--- src/scm_defs.svh ---
// Offsets, field positions, reset values and timing counts of the clock control block
`ifndef SCM_DEFS_SVH
`define SCM_DEFS_SVH

// ----------------------------------------------------------------------------
// Register map
// ----------------------------------------------------------------------------
`define SCM_ADDR_CLOCK_CONTROL 8'hB2
`define SCM_ADDR_IRQ_STATUS 8'hB3
`define SCM_ADDR_IRQ_MASK 8'hB4
`define SCM_ADDR_STATE 8'hB5

// ----------------------------------------------------------------------------
// Field positions of clock_control
// ----------------------------------------------------------------------------
`define SCM_BIT_BOOST 7
`define SCM_BIT_DIV_HI 6
`define SCM_BIT_DIV_LO 5
`define SCM_BIT_FAIL 4
`define SCM_BIT_RC_POWER 3
`define SCM_BIT_RC_SELECT 2

// ----------------------------------------------------------------------------
// Reset values and codes
// ----------------------------------------------------------------------------
`define SCM_RST_BOOST 1'h1
`define SCM_RST_DIV 2'h3
`define SCM_OPT_XTAL32K 3'h3
`define SCM_OPT_INT_RC 3'h4
`define SCM_DIV1_CYC 4'h0
`define SCM_DIV2_CYC 4'h1
`define SCM_DIV4_CYC 4'h3
`define SCM_DIV12_CYC 4'hB

// ----------------------------------------------------------------------------
// Timing
// ----------------------------------------------------------------------------
// Oscillator edges missing for this many clk cycles means failure
`define SCM_FAIL_TIMEOUT 8'h40
// Edges seen in a row before the oscillator counts as back
`define SCM_RECOVER_EDGES 4'h8

`endif

--- src/scm_pkg.sv ---
// Types shared by the clock control block
package scm_pkg;

  typedef enum logic [1:0] {
    SCM_DIV_1 = 2'h0,
    SCM_DIV_2 = 2'h1,
    SCM_DIV_4 = 2'h2,
    SCM_DIV_12 = 2'h3
  } scm_div_e;

  typedef enum logic [1:0] {
    SCM_ST_NORMAL = 2'h0,
    SCM_ST_FAILED = 2'h1,
    SCM_ST_OFF = 2'h2
  } scm_mon_e;

  typedef struct packed {
    logic [7:0] addr;
    logic [7:0] wdata;
    logic wr;
    logic rd;
  } scm_bus_s;

  typedef struct packed {
    logic xtal_startup_boost;
    scm_div_e cpu_clock_divider_select;
    logic internal_rc_power;
    logic internal_rc_select;
  } scm_cfg_s;

endpackage

--- src/scm_clock_control.sv ---
// System clock control register, prescaler select and clock failure monitor
//
// Contract
// - Every reset sets the startup boost bit 7 to one.
// - Software writes boost: 0 normal oscillator mode, 1 boosted startup.
// - Boost takes effect only when oscillator type option is 011.
// - RC power bit 3: 0 turns internal RC off, 1 turns it on.
// - RC power and select only act when oscillator type option is 011.
// - With RC power and select both one, clearing RC power is ignored.
// - Monitor is disabled while internal RC is the prescaler input.
// - On oscillator failure substitute watchdog RC clock and set fail flag.
// - Monitor interrupt requested when flag set and both enables active.
// - When oscillator returns, switch back and clear the flag by hardware.
// - Fail flag bit 4 is read-only; software writes are ignored.
// - On flag clear, the previous clock configuration is restored.
// - Monitor does not operate when option selects internal RC.
// - Fail flag reads 0 while clock normal, 1 while failed.
// - Prescaler input is oscillator clock or internal RC; output is cpu clock.
//
// The implementer's own choice: the plain strobed port.
`timescale 1ns/1ps
`include "scm_defs.svh"

module scm_clock_control
  import scm_pkg::*;
#(
  parameter int FAIL_TIMEOUT = `SCM_FAIL_TIMEOUT
) (
  input wire logic clk,
  input wire logic rst_n,
  input wire scm_bus_s bus,
  output logic [7:0] rdata,
  input wire logic [2:0] oscillator_type_option,
  input wire logic oscillator_clock,
  input wire logic internal_rc_clock,
  input wire logic watchdog_rc_clock,
  input wire logic global_irq_enable,
  input wire logic monitor_irq_enable,
  output logic monitor_irq,
  output logic irq,
  output logic xtal_boost_en,
  output logic internal_rc_en,
  output logic [1:0] prescaler_src,
  output logic cpu_clock_tick,
  output logic clock_fail_flag
);

  if (FAIL_TIMEOUT < 2 || FAIL_TIMEOUT > 255) begin : g_timeout_range
    $error("FAIL_TIMEOUT out of range");
  end

  // --------------------------------------------------------------------------
  // Reset release and input synchronisers
  // --------------------------------------------------------------------------
  logic rst_s1_r, rst_sync_n;
  always_ff @(posedge clk or negedge rst_n) begin
    if (!rst_n) begin
      rst_s1_r <= 1'b0;
      rst_sync_n <= 1'b0;
    end else begin
      rst_s1_r <= 1'b1;
      rst_sync_n <= rst_s1_r;
    end
  end

  logic [4:0] pin_s1_r, pin_s2_r;
  logic [2:0] opt_s1_r, opt_s2_r;
  always_ff @(posedge clk or negedge rst_sync_n) begin
    if (!rst_sync_n) begin
      pin_s1_r <= 5'h00;
      pin_s2_r <= 5'h00;
      opt_s1_r <= 3'h0;
      opt_s2_r <= 3'h0;
    end else begin
      // Each enable gets its own synchroniser; no logic ahead of the first stage
      pin_s1_r <= {oscillator_clock, internal_rc_clock, watchdog_rc_clock,
                   global_irq_enable, monitor_irq_enable};
      pin_s2_r <= pin_s1_r;
      opt_s1_r <= oscillator_type_option;
      opt_s2_r <= opt_s1_r;
    end
  end

  wire osc_s = pin_s2_r[4];
  wire irq_en_s = pin_s2_r[1] && pin_s2_r[0];
  wire opt_xtal = (opt_s2_r == `SCM_OPT_XTAL32K);
  wire opt_rc = (opt_s2_r == `SCM_OPT_INT_RC);

  // --------------------------------------------------------------------------
  // Configuration register
  // --------------------------------------------------------------------------
  scm_cfg_s cfg_r;
  wire wr_ctl = bus.wr && (bus.addr == `SCM_ADDR_CLOCK_CONTROL);
  wire wr_mask = bus.wr && (bus.addr == `SCM_ADDR_IRQ_MASK);
  wire rd_stat = bus.rd && (bus.addr == `SCM_ADDR_IRQ_STATUS);
  wire rc_in_use = cfg_r.internal_rc_power && cfg_r.internal_rc_select;
  // Clearing RC power while RC feeds the prescaler would kill the clock
  wire rc_power_nxt = (rc_in_use && !bus.wdata[`SCM_BIT_RC_POWER]) ? 1'b1
                      : bus.wdata[`SCM_BIT_RC_POWER];

  always_ff @(posedge clk or negedge rst_sync_n) begin
    if (!rst_sync_n) begin
      cfg_r.xtal_startup_boost <= `SCM_RST_BOOST;
      cfg_r.cpu_clock_divider_select <= scm_div_e'(`SCM_RST_DIV);
      cfg_r.internal_rc_power <= 1'b0;
      cfg_r.internal_rc_select <= 1'b0;
    end else if (wr_ctl) begin
      cfg_r.xtal_startup_boost <= bus.wdata[`SCM_BIT_BOOST];
      cfg_r.cpu_clock_divider_select <=
        scm_div_e'(bus.wdata[`SCM_BIT_DIV_HI:`SCM_BIT_DIV_LO]);
      cfg_r.internal_rc_power <= rc_power_nxt;
      cfg_r.internal_rc_select <= bus.wdata[`SCM_BIT_RC_SELECT];
    end
  end

  assign xtal_boost_en = cfg_r.xtal_startup_boost && opt_xtal;
  assign internal_rc_en = cfg_r.internal_rc_power && opt_xtal;
  wire rc_feeds = rc_in_use && opt_xtal;

  // --------------------------------------------------------------------------
  // Clock failure monitor
  // --------------------------------------------------------------------------
  scm_mon_e mon_r, mon_nxt;
  logic osc_d_r;
  logic [7:0] gap_r;
  logic [3:0] good_r;
  wire osc_edge = osc_s && !osc_d_r;
  wire mon_off = rc_feeds || opt_rc;
  wire timeout = (gap_r >= 8'(FAIL_TIMEOUT - 1));

  always_ff @(posedge clk or negedge rst_sync_n) begin
    if (!rst_sync_n) begin
      osc_d_r <= 1'b0;
      gap_r <= 8'h0;
      good_r <= 4'h0;
    end else begin
      osc_d_r <= osc_s;
      gap_r <= (osc_edge || mon_off) ? 8'h0 : (timeout ? gap_r : gap_r + 8'h1);
      good_r <= (timeout || mon_off) ? 4'h0
                : (osc_edge && good_r != `SCM_RECOVER_EDGES) ? good_r + 4'h1 : good_r;
    end
  end

  always_comb begin
    mon_nxt = mon_r;
    case (mon_r)
      SCM_ST_NORMAL: begin
        if (mon_off) begin
          mon_nxt = SCM_ST_OFF;
        end else if (timeout) begin
          mon_nxt = SCM_ST_FAILED;
        end
      end
      SCM_ST_FAILED: begin
        if (mon_off || good_r == `SCM_RECOVER_EDGES) begin
          mon_nxt = SCM_ST_NORMAL;
        end
      end
      SCM_ST_OFF: begin
        if (!mon_off) begin
          mon_nxt = SCM_ST_NORMAL;
        end
      end
      default: mon_nxt = SCM_ST_NORMAL;
    endcase
  end

  always_ff @(posedge clk or negedge rst_sync_n) begin
    if (!rst_sync_n) begin
      mon_r <= SCM_ST_NORMAL;
    end else begin
      mon_r <= mon_nxt;
    end
  end

  // Only hardware moves the flag; the configuration register is untouched
  // during a failure, so leaving it restores the earlier setup
  assign clock_fail_flag = (mon_r == SCM_ST_FAILED);
  // 0 oscillator, 1 internal RC, 2 watchdog RC substitute
  assign prescaler_src = clock_fail_flag ? 2'h2 : (rc_feeds ? 2'h1 : 2'h0);

  // --------------------------------------------------------------------------
  // Prescaler: one tick per divided cpu clock period, counted on clk
  // --------------------------------------------------------------------------
  logic [3:0] div_cnt_r, div_top;
  always_comb begin
    case (cfg_r.cpu_clock_divider_select)
      SCM_DIV_1: div_top = `SCM_DIV1_CYC;
      SCM_DIV_2: div_top = `SCM_DIV2_CYC;
      SCM_DIV_4: div_top = `SCM_DIV4_CYC;
      SCM_DIV_12: div_top = `SCM_DIV12_CYC;
      default: div_top = `SCM_DIV12_CYC;
    endcase
  end

  always_ff @(posedge clk or negedge rst_sync_n) begin
    if (!rst_sync_n) begin
      div_cnt_r <= 4'h0;
      cpu_clock_tick <= 1'b0;
    end else begin
      div_cnt_r <= (div_cnt_r >= div_top) ? 4'h0 : div_cnt_r + 4'h1;
      cpu_clock_tick <= (div_cnt_r >= div_top);
    end
  end

  // --------------------------------------------------------------------------
  // Interrupt status, mask and read port
  // --------------------------------------------------------------------------
  logic fail_d_r, stat_fail_r, stat_back_r, mask_fail_r, mask_back_r;
  wire ev_fail = clock_fail_flag && !fail_d_r;
  wire ev_back = !clock_fail_flag && fail_d_r;

  always_ff @(posedge clk or negedge rst_sync_n) begin
    if (!rst_sync_n) begin
      fail_d_r <= 1'b0;
      stat_fail_r <= 1'b0;
      stat_back_r <= 1'b0;
      mask_fail_r <= 1'b0;
      mask_back_r <= 1'b0;
    end else begin
      fail_d_r <= clock_fail_flag;
      // A new event wins over the clear-on-read
      stat_fail_r <= ev_fail || (stat_fail_r && !rd_stat);
      stat_back_r <= ev_back || (stat_back_r && !rd_stat);
      if (wr_mask) begin
        mask_fail_r <= bus.wdata[0];
        mask_back_r <= bus.wdata[1];
      end
    end
  end

  assign monitor_irq = clock_fail_flag && irq_en_s;
  assign irq = (stat_fail_r && mask_fail_r) || (stat_back_r && mask_back_r);

  wire [7:0] ctl_view = {cfg_r.xtal_startup_boost, cfg_r.cpu_clock_divider_select,
                         clock_fail_flag, cfg_r.internal_rc_power,
                         cfg_r.internal_rc_select, 2'h0};
  logic [7:0] rdata_nxt;
  always_comb begin
    case (bus.addr)
      `SCM_ADDR_CLOCK_CONTROL: rdata_nxt = ctl_view;
      `SCM_ADDR_IRQ_STATUS: rdata_nxt = {6'h00, stat_back_r, stat_fail_r};
      `SCM_ADDR_IRQ_MASK: rdata_nxt = {6'h00, mask_back_r, mask_fail_r};
      `SCM_ADDR_STATE: rdata_nxt = {4'h0, prescaler_src, mon_r};
      default: rdata_nxt = 8'h00;
    endcase
  end

  always_ff @(posedge clk or negedge rst_sync_n) begin
    if (!rst_sync_n) begin
      rdata <= 8'h00;
    end else begin
      rdata <= bus.rd ? rdata_nxt : 8'h00;
    end
  end

  // --------------------------------------------------------------------------
  // Assertions
  // --------------------------------------------------------------------------
  a_boost_reset: assert property (@(posedge clk)
    $rose(rst_sync_n) |-> cfg_r.xtal_startup_boost)
    else $error("boost not set after reset");

  a_boost_write: assert property (@(posedge clk) disable iff (!rst_sync_n)
    wr_ctl |=> cfg_r.xtal_startup_boost == $past(bus.wdata[7]))
    else $error("boost write lost");

  a_boost_gate: assert property (@(posedge clk) disable iff (!rst_sync_n)
    xtal_boost_en |-> opt_xtal)
    else $error("boost active under wrong option");

  a_div_reset: assert property (@(posedge clk)
    $rose(rst_sync_n) |-> cfg_r.cpu_clock_divider_select == SCM_DIV_12)
    else $error("divider reset value wrong");

  // Cycles since the last tick, and whether a control write fell in that span;
  // a write may move the divider, so such a period is not judged
  logic [3:0] tick_gap_r;
  logic tick_wr_r;
  always_ff @(posedge clk or negedge rst_sync_n) begin
    if (!rst_sync_n) begin
      tick_gap_r <= 4'h0;
      tick_wr_r <= 1'b1;
    end else begin
      tick_gap_r <= cpu_clock_tick ? 4'h1
                    : ((tick_gap_r == 4'hF) ? tick_gap_r : tick_gap_r + 4'h1);
      tick_wr_r <= cpu_clock_tick ? wr_ctl : (tick_wr_r || wr_ctl);
    end
  end

  a_div_twelve: assert property (@(posedge clk) disable iff (!rst_sync_n)
    cpu_clock_tick && div_top == `SCM_DIV12_CYC && !tick_wr_r
    |-> tick_gap_r == (`SCM_DIV12_CYC + 4'h1))
    else $error("divide by 12 period wrong");

  a_rc_hold: assert property (@(posedge clk) disable iff (!rst_sync_n)
    wr_ctl && rc_in_use |=> cfg_r.internal_rc_power)
    else $error("RC power cleared while in use");

  a_rc_gate: assert property (@(posedge clk) disable iff (!rst_sync_n)
    !opt_xtal |-> !internal_rc_en && prescaler_src != 2'h1)
    else $error("RC bits acted under wrong option");

  a_mon_off: assert property (@(posedge clk) disable iff (!rst_sync_n)
    mon_off |=> !clock_fail_flag)
    else $error("monitor active while disabled");

  a_fail_detect: assert property (@(posedge clk) disable iff (!rst_sync_n)
    timeout && !mon_off && mon_r == SCM_ST_NORMAL |=> clock_fail_flag ##0 prescaler_src == 2'h2)
    else $error("failure not flagged");

  a_irq_req: assert property (@(posedge clk) disable iff (!rst_sync_n)
    monitor_irq == (clock_fail_flag && $past(global_irq_enable && monitor_irq_enable, 2)))
    else $error("monitor interrupt wrong");

  a_fail_clear: assert property (@(posedge clk) disable iff (!rst_sync_n)
    clock_fail_flag && good_r == `SCM_RECOVER_EDGES |=> !clock_fail_flag)
    else $error("flag not cleared on recovery");

  a_flag_ro: assert property (@(posedge clk) disable iff (!rst_sync_n)
    wr_ctl && !timeout && !mon_off && mon_r == SCM_ST_NORMAL |=> !clock_fail_flag)
    else $error("software moved fail flag");

  a_cfg_keep: assert property (@(posedge clk) disable iff (!rst_sync_n)
    $fell(clock_fail_flag) && !$past(wr_ctl) |-> cfg_r == $past(cfg_r))
    else $error("configuration not restored");

  a_src_fail: assert property (@(posedge clk) disable iff (!rst_sync_n)
    clock_fail_flag |-> prescaler_src == 2'h2)
    else $error("substitute clock not selected");

  a_rc_source: assert property (@(posedge clk) disable iff (!rst_sync_n)
    rc_feeds && !clock_fail_flag |-> prescaler_src == 2'h1)
    else $error("internal RC not feeding prescaler");

  a_flag_read: assert property (@(posedge clk) disable iff (!rst_sync_n)
    bus.rd && bus.addr == `SCM_ADDR_CLOCK_CONTROL
    |=> rdata[`SCM_BIT_FAIL] == $past(clock_fail_flag))
    else $error("fail flag read wrong");

  a_rc_power: assert property (@(posedge clk) disable iff (!rst_sync_n)
    wr_ctl && !rc_in_use |=> cfg_r.internal_rc_power == $past(bus.wdata[`SCM_BIT_RC_POWER]))
    else $error("RC power write lost");

endmodule

--- config.mk ---
export PLATFORM = sky130hd
export DESIGN_NAME = scm_clock_control
export DESIGN_NICKNAME = d
export VERILOG_FILES = /design/src/scm_pkg.sv /design/src/scm_clock_control.sv
export VERILOG_INCLUDE_DIRS = /design/src /design/src/src
export SDC_FILE = /design/constraint.sdc
export NUM_CORES = 1
export LEC_CHECK = 0
export BUFFER_PORTS_ARGS = -buffer_cell sky130_fd_sc_hd__buf_2
export CORE_MARGIN = 1
export CORE_UTILIZATION = 50
export DETAILED_ROUTE_END_ITERATION = 6
export PLACE_DENSITY = 0.8
export SLEW_MARGIN = 10
export SYNTH_ARGS = -nofsm -noshare
export SYNTH_HDL_FRONTEND = slang
export SYNTH_SLANG_ARGS = --single-unit
--- constraint.sdc ---
create_clock -name clk -period 2.1 [get_ports clk]
set_input_delay 0.21 -clock clk [delete_from_list [all_inputs] [get_ports clk]]
set_output_delay 0.21 -clock clk [all_outputs]
set_load 0.02 [all_outputs]
[Yosys cells after proc, flatten, opt, wreduce, memory -nomap -nowiden]
Cells that the tools add are included.
W data, S select, Z words.
Storage, ports and cells
  register bits after elaboration: 56
  bits of input ports: 28
  output and inout port bits: 16
Operators by class
  add/subtract/negate cells: 3
  order comparisons: 2
  equality and inequality tests: 17
  mux-type cells: 16
  reductions and logical operators: 34
Operators by type and width (number)
  $eq A8 B8 Y1 const B: 4
  $pmux W8 S4: 1
  $mux W8: 3
  $logic_and A1 B1 Y1: 18
  $pmux W4 S4: 1
  $mux W4: 3
  $mux W2: 5
  $add A4 B1 Y4 const B: 2
  $add A8 B1 Y8 const B: 1
  $ge A8 B6 Y1 const B: 1
  $logic_or A1 B1 Y1: 7
  $eq A2 B2 Y1 const B: 3
  $pmux W2 S3: 1
  $logic_not A1 Y1: 5
  $eq A2 B1 Y1 const B: 2
  $eq A4 B4 Y1 const B: 1
  $ge A4 B4 Y1: 1
  $logic_not A2 Y1: 2
  $ne A2 B1 Y1 const B: 2
  $ne A4 B4 Y1 const B: 1
  $eq A3 B2 Y1 const B: 1
  $eq A3 B3 Y1 const B: 1
  $ne A3 B3 Y1 const B: 1
  $reduce_and A3 Y1: 1
  3 further kinds: 4

[Depth between registers and ports, before layout]
  depth after elaboration: 6
  depth in mapped cells: 6
  depth with buffers taken out: 6

[Worst setup path after synthesis]
Ideal clock, no wire load.
  kind: register to register
  start point: reg cfg_r[3] in the netlist's numbering
  end point: reg div_cnt_r[2]
  library setup time: 71 ps
  arrival time: 1602 ps
  slack: 426 ps
  stages on the path, launching flop included: 7
  buffers on the path: 0
  clock period less this slack: 1674 ps
  cells stage by stage: dfstp_2 > or2_2 > ha_1 > nand2b_1 > a211o_1 > a21o_1 > nor2_1
On the way
  longest elaborated chain between the ends: 4
  elaborated cells between the ends (all ways): 7
  those cells by class: 1 x order compare; 3 x eq/ne; 2 x mux; 1 x reduce/logical
RTL lines
  from (decl): line scm_clock_control.sv:92  | scm_cfg_s cfg_r;
  $eq A2 B2 Y1, or another cell as far along: line scm_clock_control.sv:187  | case (cfg_r.cpu_clock_divider_select)
  $pmux W4 S4 (*): line scm_clock_control.sv:187
  $ge A4 B4 Y1 (*): line scm_clock_control.sv:201  | div_cnt_r <= (div_cnt_r >= div_top) ? 4'h0 : div_cnt_r + 4'h1;
  $mux W4 (*): line scm_clock_control.sv:201
  to (signal assigned): line scm_clock_control.sv:201
  to (decl): line scm_clock_control.sv:185  | logic [3:0] div_cnt_r, div_top;
Mark *: on every way between the ends. The rest lies on a longest branch, timed or not. The select of a mux whose other input is x is not followed.
A chain may end at the register's enable or synchronous reset.

[Worst setup path after layout]
Ends and elaborated chain as after synthesis.

==> implementation parameters <==
Parameter                              Value

Clocking
  Clock transition at the registers of the reported paths    0.09 ns
  Clock tree from TritonCTS    done
  Cts bufs inserted    5
  Number of setup buffers added after CTS    0
  # clock sinks    52
  Root buffer selected by CTS    sky130_fd_sc_hd__clkbuf_8
  Max Buffers Root-to-Sink    2
  # H-tree levels    2
  Later-pin clock latency in the skew report    0.30 ns

Detailed routing
  DRT Pass-1 Iters    4
  Final antenna-violating net count    0
  Total detailed-routing wirelength    3708 um
  Routed wirelength normalized by instance count    13.39 um
  Iter 0 DRT Violations    103
  Vias post-DR    1466
  Final routed DRC violation total    0
  Avg Vias per Cell    5.292

Placed design
  Pre-CTS WS    0.3365 ns
  Gp weighted congestion    0.7653
  Number of port buffers    40
  HPWL after detailed placement    2683 um
  Placed cell areas    2397 um^2

Layout
  Fraction of layout instances using a drive strength above 1    29.96%
  Synthesis-to-layout area growth    19.35%
  Final Net Count    261
  Antenna diode instance count    0
  Filler cell count    308
  Final cell area excluding filler cells    2555 um^2

Worst setup path
  Worst Setup End Kind    register
  Worst-path fanout max    5
  Setup CP Type    register to register
  Critical path required time    2.34 ns
  Arrival time worst endpoint    2.02 ns
  Flop-to-flop setup slack    0.33 ns
  CP Launch Type    register

Synth
  Average cell area after synthesis    12.23 um^2
  Post-synthesis sequential area ratio    60.96%
  Ys Warns    0
  Most area-hungry cell type in the Yosys netlist    sky130_fd_sc_hd__dfrtp_1
  Most used flip-flop cell after synthesis    sky130_fd_sc_hd__dfrtp_1
  Synthesized flop and latch total    52
  Most numerous cell types in the synthesized netlist    sky130_fd_sc_hd__dfrtp_1, sky130_fd_sc_hd__nor2_1, sky130_fd_sc_hd__nand2_1, sky130_fd_sc_hd__and3_1, sky130_fd_sc_hd__inv_1
  Dominant cells by area after synthesis    sky130_fd_sc_hd__dfrtp_1, sky130_fd_sc_hd__ha_1, sky130_fd_sc_hd__dfstp_2
  Number of flops mapped to enable cells by yosys    0
  Share of the synthesized area in the top cell type    57.28%
  Share of synthesized flip-flops with an asynchronous set or reset    100.0%
  Number of instances in the synthesized netlist    175
  Count of distinct cell types in the synthesized netlist    47
  Syn nets    210
  Cell area after synthesis    2141 um^2
  Most frequently used cell type in the post-synthesis netlist    sky130_fd_sc_hd__dfrtp_1

Global route
  Number of global-route vias before repair    1481
  Number of antenna violations at the first check in global routing    0
  First-pass GRT wire length    6534 um
  Maximum number of pins on one net before global-route repair    29
  Total track usage    19.95%
  Remaining global-route overflow    0

STA
  Fraction of the cycle the final worst path needs    84.46%
  Final Hold Fails    0
  Clock period minus worst slack    1.774 ns
  RSZ-0062 raised after global routing    no
  Max Freq    0.5638 GHz
  Final-report setup violation count    0
  Final clock skew    0.002637 ns
  Slew @ Worst Pin    0.5634 ns
  Max Transition Viols Final    0
  Final Worst Setup Slack    0.3263 ns
  Aggregate negative setup slack    0 ns
  Worst-case headroom to the max-slew limit    62.44%

Power
  Sequential power share    56.9%
  Share of total power in the clock network    32.5%
  Power Density    793.6 nW/um^2
  Sw frac    24.04%
  Comb pwr share    10.5%
  Psw    487.4 uW
  Internal portion of total power    1540 uW
  Leak    0.001287 uW
  Maximum vdd ir drop    0.0006288 V

Floorplan
  Width of the die    67.44 um
  Die Ht    67.44 um
  Die Footprint    4547 um^2
  Number of cell rows    23
  Core box area    4058 um^2
  Total I/O pin count    44
  Starting density of the core    52.76%

Flow run
  Count of max-cap constraint violations    0

Outcome
  Result of the run    finished clean

Hold path
  Path class of the lowest-slack min-delay path    input port to register
repair_timing:
| item | in CTS | in global routing |
|---|---|---|
| gates resized for setup | 0 | 0 |
| hold buffers | 5 | 0 |
| endpoints found under the hold margin | 6 | 0 |
| endpoints found under the setup margin | 0 | 0 |
through the flow:
stage | std cells | power [uW] | util [%] | hold slack (ns)
floorplan | 175 | 1308 | - | -0.08559
global placement | 264 | 1368 | 59.08 | -0.004494
detailed placement | 264 | 1382 | 59.08 | -0.003836
CTS | 277 | 2046 | 62.97 | 0.0002568
global route | 277 | 2127 | 62.97 | 0.006958
finish | 277 | 2028 | 62.97 | 0.007771
kinds of logic after synthesis:
group | count (synthesis) | synth area share, %
flip-flops | 52 | 60.96
AO/OA/AOI/OAI | 27 | 9.702
adder cells (fa/ha/maj) | 7 | 4.091
other | 1 | 0.1752
multiplexers | 8 | 4.091
AND/OR/NAND/NOR | 64 | 16.48
buffers and inverters | 11 | 2.455
XOR/XNOR | 5 | 2.046
final cells by class:
cell class	instances	area, um^2	area share, %
clock buffers	6	72.57	2.840
inverters	8	30.03	1.175
repair buffers	47	265.3	10.38
clock inverters	2	35.03	1.371
well taps	50	62.56	2.449
flip-flops and latches	52	1306	51.13
multi-input cells	112	783.3	30.66
critical path, stage by stage, from the launching register on:
cell and delay [ns]:
sky130_fd_sc_hd__dfstp_2 0.40, sky130_fd_sc_hd__or2_2 0.30, sky130_fd_sc_hd__ha_1 0.26, sky130_fd_sc_hd__nand2b_1 0.14, sky130_fd_sc_hd__a211o_1 0.28, sky130_fd_sc_hd__a21o_1 0.23
sky130_fd_sc_hd__nor2_1 0.11
worst paths after layout:
path,to,cells past startpoint,start
hold reg to reg,opt_s1_r[2]$_DFF_PN0_,0,rst_sync_n$_DFF_PN0_
setup reg to reg,div_cnt_r[2]$_DFF_PN0_,6,cfg_r[3]$_DFFE_PN1P_
min in group asynchronous,rst_sync_n$_DFF_PN0_,2,rst_n
setup / recovery,div_cnt_r[2]$_DFF_PN0_,6,cfg_r[3]$_DFFE_PN1P_
hold / removal,pin_s1_r[1]$_DFF_PN0_,1,global_irq_enable
max in group asynchronous,rdata[1]$_DFF_PN0_,1,rst_sync_n$_DFF_PN0_
layout by cell type, fill, tap and decap left out, drive strengths merged, types with 5 or more instances in the layout:
cell	count
a21oi	7
nand2	12
nand3	6
nor2	18
and3	9
dlygate4sd3	5
buf	42
inv	8
dfrtp	49
ha	7
mux2	6
clkbuf	6
per-layer routing:
layer | GRT usage [%] | part of all wire (%) | up-vias | wire (um)
li1 | - | - | 710 | -
met4 | 9.309 | 1.9 | 0 | 71
met3 | 4.561 | 3.4 | 8 | 126
met2 | 35.25 | 51 | 35 | 1907
met5 | 0 | 0 | - | 0
met1 | 22.71 | 43 | 713 | 1603
flip-flops by register name, indices dropped and copies added (netlist names):
register        flops
mon_r               2
div_cnt_r           4
cfg_r               5
pin_s1_r            3
gap_r               8
stat_fail_r         1
osc_d_r             1
opt_s1_r            3
pin_s2_r            3
fail_d_r            1
mask_back_r         1
mask_fail_r         1
rst_sync_n          1
stat_back_r         1
opt_s2_r            3
cpu_clock_tick      1
rst_s1_r            1
good_r              4
rdata               8
power by group through the flow:
stage	sequential, uW	combinational, uW	clock, uW
2_1_floorplan	1160	145	0
3_3_place_gp	1170	198	0
3_5_place_dp	1170	207	0
4_1_cts	1160	217	674
5_1_grt	1170	247	712
6_report	1150	214	659
Note: power is estimated with default switching activity, not from simulation.
